## config.mk

```make
export PLATFORM = sky130hd
export DESIGN_NAME = conv_ctrl
export DESIGN_NICKNAME = d
export VERILOG_FILES = /design/src/shared/conv_ctrl_pkg.sv /design/src/rtl/conv_ctrl.sv
export SDC_FILE = /design/constraint.sdc
export NUM_CORES = 1
export LEC_CHECK = 0
export ABC_AREA = 1
export BUFFER_PORTS_ARGS = -buffer_cell sky130_fd_sc_hd__buf_2
export CAP_MARGIN = 10
export CORE_UTILIZATION = 42
export CTS_CLUSTER_DIAMETER = 60
export DETAILED_ROUTE_END_ITERATION = 12
export PLACE_DENSITY = 0.73
export SETUP_SLACK_MARGIN = 0.5
export SYNTH_ARGS = -nofsm -noshare
export SYNTH_HDL_FRONTEND = slang
export SYNTH_SLANG_ARGS = --single-unit
```

## constraint.sdc

```tcl
create_clock -name mclk -period 2.3 [get_ports mclk]
set_clock_uncertainty 0.1 [all_clocks]
set_input_delay 0.345 -clock mclk [delete_from_list [all_inputs] [get_ports mclk]]
set_output_delay 0.345 -clock mclk [all_outputs]
set_load 0.02 [all_outputs]
```

## src/shared/conv_ctrl_pkg.sv

```systemverilog
// Package: constants for the converter input, clock and conversion control block
package conv_ctrl_pkg;

  // =====================================================
  // Source kind select codes (manual / single-channel modes)
  localparam logic [2:0] SRC_EXT0     = 3'h0;
  localparam logic [2:0] SRC_BANDGAP  = 3'h1;
  localparam logic [2:0] SRC_AMP      = 3'h2;
  localparam logic [2:0] SRC_AMP_ALT  = 3'h3;
  localparam logic [2:0] SRC_GROUND   = 3'h4;

  // =====================================================
  // Two-channel internal signal select codes
  localparam logic [3:0] AUTO_INT_BG      = 4'h0;
  localparam logic [3:0] AUTO_INT_AMP     = 4'h1;
  localparam logic [3:0] AUTO_INT_AMP_ALT = 4'h2;
  localparam logic [3:0] AUTO_INT_GROUND  = 4'h3;

  // =====================================================
  // Analog mux one-hot positions for internal sources
  localparam int INT_W       = 4;
  localparam int INT_BG_BIT  = 0;
  localparam int INT_AMP_BIT = 1;
  localparam int INT_ALT_BIT = 2;
  localparam int INT_GND_BIT = 3;

  // =====================================================
  // External channel geometry
  localparam int          PIN_COUNT   = 14;
  localparam logic [3:0]  CHAN_HOLE   = 4'h7;  // Reserved code, no pin
  localparam logic [3:0]  CHAN_LAST   = 4'hD;  // Highest real pin code

  // =====================================================
  // Conversion timing in conversion clocks
  localparam int          SAMPLE_CLKS  = 4;
  localparam int          CONVERT_CLKS = 12;
  localparam int          TOTAL_CLKS   = SAMPLE_CLKS + CONVERT_CLKS;
  localparam logic [4:0]  SAMPLE_LAST  = 5'(SAMPLE_CLKS - 1);
  localparam logic [4:0]  TOTAL_LAST   = 5'(TOTAL_CLKS - 1);

  // =====================================================
  // Divider
  localparam int          DIV_SEL_W   = 3;
  localparam int          DIV_CNT_W   = 7;    // Covers divide by 128
  localparam int          RESULT_W    = 12;
  localparam logic [2:0]  AUTO_MANUAL = 3'h0;

  // =====================================================
  // Conversion sequencer states
  typedef enum logic [1:0] {
    ST_IDLE   = 2'b00,
    ST_ARMED  = 2'b01,
    ST_SAMPLE = 2'b10,
    ST_CONV   = 2'b11
  } conv_state_e;

endpackage

```

## src/rtl/conv_ctrl.sv

```systemverilog
// Module: converter input routing, conversion clock, power and manual conversion sequencing
//
// Contract
// A pin chosen as analog input has all its other functions disabled.
// Pull-high resistor is disconnected while the pin is an analog input.
// Analog input selection overrides the pin's port direction setting.
// 3-bit source select: 000,101-111 external; 001 bandgap; 010/011 amps; 100 ground.
// Channel codes 0-6 and 8-13 pick pins; 1110/1111 float.
// Two-channel mode: each channel has own source bit and 4-bit selector.
// Two-channel internal: 0001 amp, 0010 alt amp, 0011 ground, else bandgap.
// Two-channel external uses the manual pin mapping; 1110/1111 float.
// Internal signal routed means external channel path is disconnected.
// Conversion clock = system clock divided by 2^select, 1 to 128.
// Software keeps conversion clock period within 0.5 to 10 us.
// Converter powered only while enable high; software waits settling delay.
// Conversion is 4 sampling clocks plus 12 converting clocks.
// Auto count 000 means manual mode using manual selects.
// Software pulses start high then low; one conversion follows.
// Busy flag set when conversion starts, cleared on completion.
// Completion sets interrupt request flag; raises interrupt if enabled.
// Result held in high and low result registers after completion.
// Start pulse ignored while busy or powered down.
// Start sampled on system clock; sampling begins on next conversion clock edge.
`timescale 1ns/1ps

module conv_ctrl
  import conv_ctrl_pkg::*;
#(
  parameter int PINS = conv_ctrl_pkg::PIN_COUNT
) (
  input  wire logic                               mclk,
  input  wire logic                               rst,
  // Configuration
  input  wire logic [conv_ctrl_pkg::DIV_SEL_W-1:0] conv_clk_div_sel,
  input  wire logic                               conv_power_en,
  input  wire logic [2:0]                         auto_conv_count,
  input  wire logic                               auto_two_chan,
  input  wire logic                               auto_chan2_active,
  input  wire logic [2:0]                         src_kind_sel,
  input  wire logic [3:0]                         ext_chan_sel,
  input  wire logic                               auto_ch1_src_kind,
  input  wire logic [3:0]                         auto_ch1_sig_sel,
  input  wire logic                               auto_ch2_src_kind,
  input  wire logic [3:0]                         auto_ch2_sig_sel,
  input  wire logic [PINS-1:0]                    pin_func_sel,
  input  wire logic [PINS-1:0]                    port_pull_en,
  input  wire logic [PINS-1:0]                    port_out_en,
  // Manual start and completion handling
  input  wire logic                               conv_start,
  input  wire logic                               conv_int_en,
  input  wire logic                               conv_int_flag_clr,
  // Converter core result
  input  wire logic [conv_ctrl_pkg::RESULT_W-1:0] core_result,
  // Outputs
  output logic [PINS-1:0]                         ext_chan_connect,
  output logic [conv_ctrl_pkg::INT_W-1:0]         int_sig_connect,
  output logic [PINS-1:0]                         pin_digital_en,
  output logic [PINS-1:0]                         pin_pull_act,
  output logic [PINS-1:0]                         pin_drive_en,
  output logic                                    conv_power,
  output logic                                    conv_clk_tick,
  output logic                                    conv_sampling,
  output logic                                    conv_busy_flag,
  output logic                                    conv_int_flag,
  output logic                                    conv_irq,
  output logic [3:0]                              result_high,
  output logic [7:0]                              result_low
);
  import conv_ctrl_pkg::*;

  // =====================================================
  // Elaboration check
  if (PINS != PIN_COUNT) begin : g_bad_pins
    $error("conv_ctrl: PINS must equal the number of analog pins");
  end

  // Divider counter must span the largest division
  if (((1 << DIV_SEL_W) - 1) > DIV_CNT_W) begin : g_bad_div
    $error("conv_ctrl: divider counter too narrow for the select range");
  end

  // Phase counter must hold every conversion clock index
  if (TOTAL_CLKS > (1 << $bits(SAMPLE_LAST))) begin : g_bad_phase
    $error("conv_ctrl: phase counter too narrow for the conversion length");
  end

  // Both phases need at least one conversion clock
  if (SAMPLE_CLKS < 1 || CONVERT_CLKS < 1) begin : g_bad_timing
    $error("conv_ctrl: sampling and conversion phases must not be empty");
  end

  // Result registers take the whole core word
  if (RESULT_W != $bits(result_high) + $bits(result_low)) begin : g_bad_result
    $error("conv_ctrl: result width must match the result registers");
  end

  // Highest channel code must name a real pin
  if (int'(CHAN_LAST) >= PINS) begin : g_bad_chan
    $error("conv_ctrl: channel code range exceeds the pin count");
  end

  // Internal source positions must fit the one-hot connect vector
  if (INT_GND_BIT >= INT_W) begin : g_bad_int
    $error("conv_ctrl: internal source position outside the connect vector");
  end

  // Internal source codes must form one contiguous range
  if (SRC_GROUND < SRC_BANDGAP) begin : g_bad_src
    $error("conv_ctrl: internal source codes out of order");
  end

  // =====================================================
  // Decode helpers

  // Maps a 4-bit channel code onto a one-hot pin vector; holes float
  // Code 0111 and codes above 1101 close no switch at all
  function automatic logic [PINS-1:0] chan_decode(input logic [3:0] code);
    logic [PINS-1:0] v;
    v = '0;
    if (code != CHAN_HOLE && code <= CHAN_LAST) begin
      v[code] = 1'b1;
    end
    return v;
  endfunction

  // Internal source one-hot from the two-channel selector
  // Unlisted codes fall back to the bandgap, so the node never floats
  function automatic logic [INT_W-1:0] auto_int_decode(input logic [3:0] code);
    logic [INT_W-1:0] v;
    v = '0;
    unique case (code)
      AUTO_INT_AMP:     v[INT_AMP_BIT] = 1'b1;
      AUTO_INT_AMP_ALT: v[INT_ALT_BIT] = 1'b1;
      AUTO_INT_GROUND:  v[INT_GND_BIT] = 1'b1;
      default:          v[INT_BG_BIT]  = 1'b1;
    endcase
    return v;
  endfunction

  // =====================================================
  // Input routing

  // Manual and single-channel routing
  // Codes 101-111 lie outside the internal range and pick a pin
  wire             manual_mode = (auto_conv_count == AUTO_MANUAL);
  wire             man_is_int  = (src_kind_sel >= SRC_BANDGAP) && (src_kind_sel <= SRC_GROUND);
  wire [INT_W-1:0] man_int     = {src_kind_sel == SRC_GROUND,
                                  src_kind_sel == SRC_AMP_ALT,
                                  src_kind_sel == SRC_AMP,
                                  src_kind_sel == SRC_BANDGAP};

  // Two-channel routing; active channel picks its own bit and selector
  // Single-channel auto mode keeps the manual selects
  wire             two_chan    = auto_two_chan && !manual_mode;
  wire             ach_ext     = auto_chan2_active ? auto_ch2_src_kind : auto_ch1_src_kind;
  wire [3:0]       ach_sel     = auto_chan2_active ? auto_ch2_sig_sel : auto_ch1_sig_sel;

  // Effective source once the mode is resolved
  wire             use_int     = two_chan ? !ach_ext : man_is_int;
  wire [INT_W-1:0] next_int    = !use_int ? '0 : (two_chan ? auto_int_decode(ach_sel) : man_int);
  wire [3:0]       ext_code    = two_chan ? ach_sel : ext_chan_sel;
  // Internal source never shares the node with an external pin
  // Power off opens every pin switch as well
  wire [PINS-1:0]  ext_dec     = chan_decode(ext_code);
  wire [PINS-1:0]  next_ext    = (use_int || !conv_power_en) ? '0 : (ext_dec & pin_func_sel);

  // Pin function overrides for analog-selected pins
  // Port settings are kept; only their effect on the pin is masked
  wire [PINS-1:0]  next_dig    = ~pin_func_sel;
  wire [PINS-1:0]  next_pull   = port_pull_en & ~pin_func_sel;
  wire [PINS-1:0]  next_drive  = port_out_en & ~pin_func_sel;

  // Registered routing outputs
  // Reset opens every switch and hands each pin to its logic function
  always_ff @(posedge mclk) begin
    if (rst) begin
      ext_chan_connect <= '0;
      int_sig_connect  <= '0;
      pin_digital_en   <= '1;
      pin_pull_act     <= '0;
      pin_drive_en     <= '0;
    end else begin
      ext_chan_connect <= next_ext;
      int_sig_connect  <= next_int;
      pin_digital_en   <= next_dig;
      pin_pull_act     <= next_pull;
      pin_drive_en     <= next_drive;
    end
  end

  // =====================================================
  // Conversion clock divider

  // Terminal count per select; >= lets a shorter select take over at once
  logic [DIV_CNT_W-1:0] div_cnt;
  wire  [DIV_CNT_W-1:0] div_last = DIV_CNT_W'((8'h01 << conv_clk_div_sel) - 8'h01);
  wire                  div_hit  = (div_cnt >= div_last);
  wire  [DIV_CNT_W-1:0] next_div = (!conv_power_en || div_hit) ? '0 : div_cnt + 1'b1;
  wire                  next_tick = conv_power_en && div_hit;

  // Counts system clocks; one tick per conversion clock
  always_ff @(posedge mclk) begin
    if (rst) begin
      div_cnt       <= '0;
      conv_clk_tick <= 1'b0;
    end else begin
      div_cnt       <= next_div;
      conv_clk_tick <= next_tick;
    end
  end

  // Power follows the enable bit directly; settling is left to software
  // A start inside the settling time is not refused here
  always_ff @(posedge mclk) begin
    if (rst) begin
      conv_power <= 1'b0;
    end else begin
      conv_power <= conv_power_en;
    end
  end

  // =====================================================
  // Start pulse detection

  // A start counts on the return to low, after the bit was high
  logic start_d;
  wire  start_fall = start_d && !conv_start;

  // Start history; resets low like the idle bit, so no false fall
  always_ff @(posedge mclk) begin
    if (rst) begin
      start_d <= 1'b0;
    end else begin
      start_d <= conv_start;
    end
  end

  // =====================================================
  // Sequencer

  // Sequencer state, phase count and completion strobe
  conv_state_e state;
  conv_state_e next_state;
  logic [4:0]  phase_cnt;
  logic [4:0]  next_phase;
  logic        done;

  // Start is honoured only in manual mode, powered and idle
  // Falls seen while busy are dropped, not queued
  wire accept = start_fall && manual_mode && conv_power_en && (state == ST_IDLE);

  // Armed waits for a tick, then 4 sampling and 12 converting ticks
  // Power loss returns to idle with no completion
  always_comb begin
    next_state = state;
    next_phase = phase_cnt;
    done       = 1'b0;
    if (!conv_power_en) begin
      next_state = ST_IDLE;
      next_phase = '0;
    end else begin
      // Phase counts ticks through both phases
      unique case (state)
        ST_IDLE: begin
          if (accept) begin
            next_state = ST_ARMED;
          end
        end
        ST_ARMED: begin
          if (conv_clk_tick) begin
            next_state = ST_SAMPLE;
            next_phase = '0;
          end
        end
        ST_SAMPLE: begin
          if (conv_clk_tick) begin
            next_phase = phase_cnt + 5'h01;
            if (phase_cnt == SAMPLE_LAST) begin
              next_state = ST_CONV;
            end
          end
        end
        ST_CONV: begin
          if (conv_clk_tick) begin
            next_phase = phase_cnt + 5'h01;
            if (phase_cnt == TOTAL_LAST) begin
              next_state = ST_IDLE;
              next_phase = '0;
              done       = 1'b1;
            end
          end
        end
      endcase
    end
  end

  // State and phase counter
  // Phase runs 0-3 while sampling and 4-15 while converting
  always_ff @(posedge mclk) begin
    if (rst) begin
      state     <= ST_IDLE;
      phase_cnt <= '0;
    end else begin
      state     <= next_state;
      phase_cnt <= next_phase;
    end
  end

  // =====================================================
  // Status, interrupt and result

  // Status next values; a completion and a clear together leave the flag set
  wire next_busy = (next_state != ST_IDLE);
  wire next_samp = (next_state == ST_SAMPLE);
  wire next_flag = done || (conv_int_flag && !conv_int_flag_clr);
  wire next_irq  = next_flag && conv_int_en;

  // Registered status and interrupt outputs
  always_ff @(posedge mclk) begin
    if (rst) begin
      conv_busy_flag <= 1'b0;
      conv_sampling  <= 1'b0;
      conv_int_flag  <= 1'b0;
      conv_irq       <= 1'b0;
    end else begin
      conv_busy_flag <= next_busy;
      conv_sampling  <= next_samp;
      conv_int_flag  <= next_flag;
      conv_irq       <= next_irq;
    end
  end

  // Result captured at completion and held until the next one
  // An aborted conversion leaves the previous result in place
  always_ff @(posedge mclk) begin
    if (rst) begin
      result_high <= 4'h0;
      result_low  <= 8'h00;
    end else if (done) begin
      result_high <= core_result[11:8];
      result_low  <= core_result[7:0];
    end
  end

endmodule

```

==> results of run 1 <==
==> metrics by stage <==
step	util	hold slack (ns)	cell area (um^2)	power, mW
floorplan	-	0.315	3630	1.90
global placement	0.544	0.344	4520	2.05
detailed placement	0.544	0.363	4520	2.06
CTS	0.570	0.0575	4730	3.08
global route	0.576	0.0678	4780	3.19
finish	0.576	0.0843	4780	3.05
==> synth_stat cells, drive strengths merged <==
cell    count
inv        44
nand3b      1
buf        10
ha         11
clkbuf      1
nor3        3
nand3      33
a21o        1
xor2        3
conb        1
o31ai       1
o21ai      22
xnor2       3
a211oi      2
nor2       74
dfxtp      93
a21oi      10
nand2      88
and3        1
nand4       4
nor3b      28
==> cell type report <==
class,instances,area share
Clock inverter,6,0.0110
Clock buffer,10,0.0288
Tap cell,105,0.0275
Sequential cell,93,0.390
Multi-Input combinational cell,286,0.326
Timing Repair Buffer,168,0.181
Inverter,44,0.0361
==> kinds of logic after synthesis <==
kind of cell	share of synthesized area
simple gates	0.315
fa+ha+maj	0.0379
flops	0.512
other cells	0.00103
compound gates	0.0534
buf+inv	0.0661
xor+xnor	0.0145
==> worst min-delay path by stage <==
stage                                    to  cells past startpoint
2_1_floorplan  pin_digital_en[6]$_SDFF_PP1_                      1
3_3_place_gp          div_cnt[0]$_SDFF_PP0_                      1
5_1_grt        pin_digital_en[4]$_SDFF_PP1_                      2
6_report         pin_drive_en[7]$_SDFF_PP0_                      2
4_1_cts          pin_drive_en[7]$_SDFF_PP0_                      2
3_5_place_dp          div_cnt[0]$_SDFF_PP0_                      1
==> flip-flops by register name, indices dropped and copies added (netlist names), 2 cells and up <==
name and count:
result_low 8, div_cnt 7, phase_cnt 5, int_sig_connect 4
pin_pull_act 14, pin_drive_en 14, pin_digital_en 14, ext_chan_connect 14
result_high 4, state 2
==> critical path, stage by stage, from the launching register on <==
cell     delay (ns)
dfxtp_2        0.38
ha_4           0.15
nand2_1        0.06
nor2_2         0.14
ha_2           0.22
nand3_4        0.10
nor2_8         0.18
buf_6          0.14
o21ai_1        0.06
nor2_1         0.10
==> cell usage in the layout, fill, tap and decap left out, drive strengths merged <==
cell        n
xor2        3
buf       168
dfxtp      93
and3        1
nand4       4
nor3b      28
xnor2       3
inv        47
nand3b      1
a21oi      10
nor3        3
nand2      88
conb        1
clkinv      1
clkinvlp    2
nor2       74
ha         11
a211oi      2
nand3      33
a21o        1
o31ai       1
clkbuf     10
o21ai      22
==> routing by layer <==
layer	share of wire	vias to the layer above
li1	-	1725
met1	0.43	1464
met2	0.50	120
met3	0.061	16
met4	0.018	0
met5	0	-
==> power by group <==
part / internal, mW / switching, mW / leakage (nW)
clock: 0.439 / 0.587 / 0.0914
sequential: 1.65 / 0.0106 / 0.760
combinational: 0.138 / 0.222 / 1.58
total: 2.23 / 0.820 / 2.44
==> what timing repair did <==
action / in CTS / in global routing
pin swaps: 2 / 5
resized for setup: 2 / 12
endpoints found under the hold margin: 0 / 0
setup buffers: 3 / 1
setup endpoints to repair: 12 / 19
==> flow_summary.toml, run 1 <==
[grt]
use_met3 = 0.0447
grt_max_degree = 30
grt_busiest_layer = "met2"
grt_util_all_layers = 0.197
met2_usage = 0.344
grt_pass1_wl_um = 13600
antenna_found_initial = 0
grt_pass1_vias = 3023
use_met1 = 0.233
grt_overflow_total = 0

[critical_path]
crit_fanout = 6
r2r-start = "phase_cnt[0]$_SDFFE_PP0P_"
rrSetupSlack_ns = 0.61
critPathKind = "reg2reg"
critPathCaptureType = "flop"
r2r-end = "result_low[5]$_SDFFE_PP0P_"
cp-start-kind = "flop"
worst_ep_arrival_time_ns = 1.88
cp-startpoint = "phase_cnt[0]$_SDFFE_PP0P_"
crit_end = "result_low[5]$_SDFFE_PP0P_"
r2r_cells = 9
required_ns = 2.49

[placement]
place_congestion = 0.914
pre_cts_slack_ns = 0.354
io_buffers = 162
dpl.hpwl_um = 6700
placedCellCount = 692

[hold_path]
min_path_type = "in2reg"
holdCritStartpoint = "pin_func_sel[7]"

[synthesis]
synthesis.nets = 530
ys_ff_latch = 93
yosys-top-cells-area = "dfxtp_1, nand2_1, nor2_1, nor3b_1, nand3_1"
syn-cell-area_um2 = 3630
synth.top_cell.area_share = 0.512
yosysWarnings = 0
netlist_instances = 434
ys_types = 34
synth_seq_area_share = 0.512
avgSynthCellArea_um2 = 8.37
yosysTopAreaCell = "dfxtp_1"

[sta]
fin_crit_sh = 0.733
rsz0062_at_grt = "no"
min_period_ns = 1.69
slew_viol_final = 0
setup_violations = 0
clock.fmax_mhz = 593
worst_slack_ns = 0.614
hold_viol_final = 0
fin_setup_tns_ns = 0

[finish]
nets = 698
multi_input_area_um2 = 1560
regArea_um2 = 1860
diodes = 0
drive_above_1_share = 0.359
final_cells = 712
num-fill-cells = 772
syn2layout_area_growth_pct = 31.5

[cts]
htreeDepth = 3
cts-root-buf = "clkbuf_8"
cts_buffers = 9
postCtsHoldBufs = 0
ctsLongestPathBuffers = 2
worstSkewPairLatency_ns = 0.34
cts_sinks = 93
clk_pin_slew_worst_paths_ns = 0.10
cts_tree = "done"

[die]
initial_core_util = 0.438
dieWidth_um = 95.0
die_h_um = 95.0
num_rows = 33
die_area_um2 = 9030
core_um2 = 8300
num_io_pins = 163

[route]
wl_per_cell_um = 12.3
drt_wl_total_um = 8760
drc = 0
dr.pass1.iters = 5
antenna_left = 0
vias_per_cell = 4.67
dr_total_vias = 3325
drtIter0Drc = 73

[status]
status = "finished clean"

[power]
leakagePower_nw = 2.44
powerDensity_nw_per_um2 = 637
ir_drop_uv = 320

[run]
maxCapViolations = 0
No activity file was read; power rests on OpenSTA's default activity.
==> run 2: changes to the inputs <==
ABC_AREA = 0   (was 1)
PLACE_DENSITY = 0.76   (was 0.73)
clock period = 1.55 ns   (was 2.3 ns; I/O delays follow)
==> flow_summary.toml, run 2 <==
[power]
pwr-share-clk = 0.333
p_total_mw = 4.96
netSwitchingPower_mw = 1.43
leakagePower_nw = 2.90
p_int_mw = 3.53
powerDensity_nw_per_um2 = 758
ir_drop_uv = 769
seqPwrFrac = 0.502
swShare = 0.288
combPwrFrac = 0.165

[synthesis]
synthFlopType = "dfxtp_1"
synth_edf_count = 0
yosysWarnings = 0
yosys-top-cells-count = "dfxtp_1, nor3b_1, nor2_1"
ys_ff_latch = 93
avgSynthCellArea_um2 = 10.1
synth_seq_area_share = 0.529
synthMostInstantiatedCell = "dfxtp_1"
synthesis.nets = 444
yosys-top-cells-area = "dfxtp_1, nor3b_1, mux2i_1, ha_1, nand2b_1"
synth.top_cell.area_share = 0.529
syn-cell-area_um2 = 3520
ys_types = 49
synthArstFlopShare = 0
netlist_instances = 348
yosysTopAreaCell = "dfxtp_1"

[finish]
final_common_cell = "buf_6"
num-fill-cells = 477
stdcell_area_um2 = 6540
diodes = 0
nets = 695
drive_above_1_share = 0.642
multi_input_area_um2 = 2000
final_cell_mix = "buf_6, dfxtp_2, buf_2, buf_4, dlygate4sd3_1"
regArea_um2 = 1970
syn2layout_area_growth_pct = 86.0
final_util = 0.800

[sta]
max_slew_margin = 0.622
fin_setup_tns_ns = -2.33
setup_violations = 24
hold_viol_final = 0
rsz0062_at_grt = "yes"
fin_crit_sh = 1.11
min_period_ns = 1.72
worst_slack_ns = -0.166
worstMarginPinSlew_ns = 0.567
clock.fmax_mhz = 583
slew_viol_final = 0

[die]
die_area_um2 = 8740
die_h_um = 93.5
dieWidth_um = 93.5
num_io_pins = 163
core_um2 = 8180
num_rows = 33
initial_core_util = 0.430

[route]
drtIter0Drc = 118
drt_wl_total_um = 12200
drc = 0
wl_per_cell_um = 17.2
vias_per_cell = 5.15
antenna_left = 0
dr.pass1.iters = 4
dr_total_vias = 3651

[cts]
cts_tree = "done"
cts-root-buf = "clkbuf_8"
ctsLongestPathBuffers = 2
cts_sinks = 93
clk_pin_slew_worst_paths_ns = 0.11
htreeDepth = 3
worstSkewPairLatency_ns = 0.37
cts_buffers = 9

[placement]
io_buffers = 162
dpl.hpwl_um = 7100
pre_cts_slack_ns = -0.309
place_congestion = 0.876
dpl-instance-area_um2 = 4780

[grt]
grt_pass1_vias = 3873
grt_max_degree = 58
grt_util_all_layers = 0.267
grt_pass1_wl_um = 17700
grt_overflow_total = 0
antenna_found_initial = 0

[critical_path]
crit_fanout = 7
worst_ep_arrival_time_ns = 1.86
required_ns = 1.69
critPathKind = "reg2reg"
cp-start-kind = "flop"
critPathCaptureType = "flop"

[status]
violations = "setup timing"
status = "finished with violations"

[run]
maxCapViolations = 0

[hold_path]
min_path_type = "in2reg"
[run 2: what timing repair did]
item / in CTS / in global routing
gates cloned: 1 / 0
hold buffers: 27 / 6
gates resized for setup: 288 / 36
pin swaps: 27 / 20
endpoints found under the setup margin: 126 / 127
endpoints found under the hold margin: 51 / 6
setup buffers: 14 / 9
[run 2: cell families after synthesis]
kind of cell    after synthesis  share of synthesized area
mux                          16                     0.0459
simple gates                144                      0.240
other cells                   1                    0.00107
xor+xnor                      7                     0.0174
compound gates               50                     0.0971
buf+inv                      26                     0.0295
flops                        93                      0.529
fa+ha+maj                    11                     0.0391
[run 2: layer usage]
layer,GRT usage,part of all wire,wire (um),vias up
li1,-,-,-,1720
met1,0.262,0.36,4340,1774
met5,0,0,0,-
met4,0.108,0.025,301,0
met3,0.0943,0.067,816,26
met2,0.506,0.55,6750,131
[run 2: cell type report]
cell class	instances	area share
Multi-Input combinational cell	229	0.305
Clock buffer	9	0.0189
Tap cell	105	0.0201
Clock inverter	7	0.0117
Inverter	12	0.00688
Timing Repair Buffer	254	0.336
Sequential cell	93	0.301
[run 2: path summary, 6_finish.rpt]
path	start	to	slack (ns)	cells past startpoint
max reg2reg	phase_cnt[0]$_SDFFE_PP0P_	result_low[4]$_SDFFE_PP0P_	-0.17	8
min	core_result[6]	result_low[6]$_SDFFE_PP0P_	0.01	3
min reg2reg	result_high[3]$_SDFFE_PP0P_	result_high[3]$_SDFFE_PP0P_	0.41	2
max	phase_cnt[0]$_SDFFE_PP0P_	result_low[4]$_SDFFE_PP0P_	-0.17	8
[run 2: critical path: stages, from the launching register on]
cell and delay (ns):
dfxtp_2 0.35, ha_4 0.15, and3_4 0.18, ha_4 0.15, and4_4 0.15, nand2_4 0.10, buf_12 0.14, mux2i_1 0.20
nor2_1 0.06
[run 2: power by group through the flow]
stage | Combinational, mW | Sequential (mW) | Clock [mW]
floorplan | 0.200 | 2.59 | 0
global placement | 0.538 | 2.52 | 0
detailed placement | 0.555 | 2.52 | 0
CTS | 0.747 | 2.49 | 1.65
global route | 0.868 | 2.49 | 1.77
finish | 0.819 | 2.49 | 1.65
[run 2: per-stage QoR]
stage | hold slack [ns] | cells
finish | 0.00984 | 709
global route | -0.00676 | 709
CTS | 0.000737 | 694
detailed placement | 0.341 | 636
global placement | 0.336 | 636
floorplan | 0.206 | 348
==> run 3: changes to the inputs <==
CORE_ASPECT_RATIO = 1.2   (was not set)
CORE_UTILIZATION = 29   (was 42)
PLACE_DENSITY = not set   (was 0.76)
TNS_END_PERCENT = 30   (was not set)
==> flow_summary.toml, run 3 (synthesis gave the netlist of run 2 again) <==
[hold_path]
holdCritStartpoint = "pin_func_sel[5]"
min_path_type = "in2reg"

[critical_path]
cpMaxStageDelayCell = "dfxtp_2"
r2r-start = "phase_cnt[0]$_SDFFE_PP0P_"
cp_num_buf_inv = 1
cp-startpoint = "phase_cnt[0]$_SDFFE_PP0P_"
rrSetupSlack_ns = -0.14
critPathCaptureType = "flop"
worst_ep_arrival_time_ns = 1.82
cp_cell_sequence = "ha_4 > and3_4 > ha_4 > and4_4 > nand2_8 > buf_12 > mux2i_1 > nor2_1"
critPathKind = "reg2reg"
cpMostUsedCell = "ha_4"
required_ns = 1.68
slowest_delay_ns = 0.36
cp-start-kind = "flop"
crit_family = "simple AND/OR/NAND/NOR gates"
crit_fanout = 5

[placement]
placedCellCount = 687
dpl.hpwl_um = 7450
place_congestion = 0.846
dpl-instance-area_um2 = 4780
io_buffers = 162

[die]
die_area_um2 = 12600
initial_core_util = 0.301
die_h_um = 123
num_rows = 43
dieWidth_um = 103
core_um2 = 11700
num_io_pins = 163

[sta]
fin_crit_sh = 1.09
fin_setup_tns_ns = -1.85
min_period_ns = 1.69
slew_viol_final = 0
worst_slack_ns = -0.140
clock.fmax_mhz = 592
rsz0062_at_grt = "yes"
setup_violations = 18
hold_viol_final = 0

[grt]
grt_pass1_vias = 3660
grt_max_degree = 58
grt_util_all_layers = 0.174
grt_overflow_total = 0
antenna_found_initial = 0
grt_pass1_wl_um = 16500

[route]
dr_total_vias = 3377
dr.pass1.iters = 4
antenna_left = 0
wl_per_cell_um = 14.5
drc = 0
vias_per_cell = 4.63
drtIter0Drc = 73
drt_wl_total_um = 10600

[finish]
num-fill-cells = 998
final_common_cell = "buf_6"
syn2layout_area_growth_pct = 81.8
final_cells = 730
stdcell_area_um2 = 6390
final_cell_mix = "buf_6, buf_2, dfxtp_2, buf_4, nor2_1"
drive_above_1_share = 0.633
nets = 663
final_util = 0.548

[cts]
worstSkewPairLatency_ns = 0.34
clk_pin_slew_worst_paths_ns = 0.08
cts-root-buf = "clkbuf_16"
ctsLongestPathBuffers = 2
htreeDepth = 3
cts_buffers = 9
cts_sinks = 93
cts_tree = "done"

[status]
status = "finished with violations"
violations = "setup timing"

[run]
maxCapViolations = 0

[power]
netSwitchingPower_mw = 1.43
leakagePower_nw = 2.76
seqPwrFrac = 0.458
swShare = 0.264
pwr-share-clk = 0.402
combPwrFrac = 0.139
p_int_mw = 3.99
ir_drop_uv = 589
powerDensity_nw_per_um2 = 847
==> run 3: changes by cell type in the layout (fill, tap and decap cells not counted), moves of 2 or more <==
cell	delta
nand2_4	-2
nand2_2	+2
clkbuf_16	+9
buf_6	-12
dfxtp_2	-18
clkbuf_8	-9
dfxtp_4	+2
dlygate4sd3_1	-21
dfxtp_1	+16
==> run 3: final timing paths <==
check                                 endpoint  depth (start not counted)
setup reg to reg    result_low[1]$_SDFFE_PP0P_                          8
hold reg to reg     result_low[3]$_SDFFE_PP0P_                          2
hold / removal    pin_digital_en[5]$_SDFF_PP1_                          2
setup / recovery    result_low[1]$_SDFFE_PP0P_                          8
==> run 3: metrics by stage <==
step / total power, mW / setup WS [ns] / hold slack (ns)
after CTS: 5.47 / -0.149 / 0.00405
after detailed placement: 3.06 / -0.362 / 0.339
after global routing: 5.65 / -0.213 / 0.00410
after global placement: 3.05 / -0.268 / 0.332
after floorplan: 2.77 / -0.124 / 0.206
final: 5.42 / -0.140 / 0.0138
==> run 3: timing repair <==
action / in CTS / in global routing
hold endpoints to repair: 33 / 0
pin swaps: 55 / 35
gates cloned: 1 / 0
buffers inserted: 9 / 4
endpoints found under the setup margin: 126 / 126
hold buffers: 12 / 0
resized for setup: 298 / 19
==> run 3: layout make-up <==
cell class / count / area, um^2 / area share
Clock buffer: 9 / 225 / 0.0352
Timing Repair Buffer: 222 / 1870 / 0.293
Antenna cell: 1 / 2.50 / 0.000391
Multi-Input combinational cell: 229 / 2020 / 0.316
Sequential cell: 93 / 1950 / 0.305
Inverter: 12 / 45.0 / 0.00705
Clock inverter: 7 / 76.3 / 0.0119
Tap cell: 157 / 196 / 0.0307
==> run 3: power groups by stage <==
stage          combinational (mW)  sequential (mW)  clock (mW)
2_1_floorplan               0.177             2.59           0
3_3_place_gp                0.532             2.52           0
3_5_place_dp                0.546             2.52           0
4_1_cts                     0.739             2.48        2.25
5_1_grt                     0.808             2.49        2.35
6_report                    0.755             2.48        2.18
==> run 3: worst register-to-register path, delay by kind of cell, from the launching register on <==
kind	cells	cell delay (ns)
AND/OR/NAND/NOR	4	0.57
multiplexers	1	0.15
adder cells (fa/ha/maj)	2	0.26
buffers and inverters	1	0.14
flip-flops	1	0.36
==> run 3: routing by layer <==
metal	wire length, um	track usage
met1	3830	0.164
met2	5750	0.319
met3	816	0.0655
met4	223	0.0911
met5	0	0
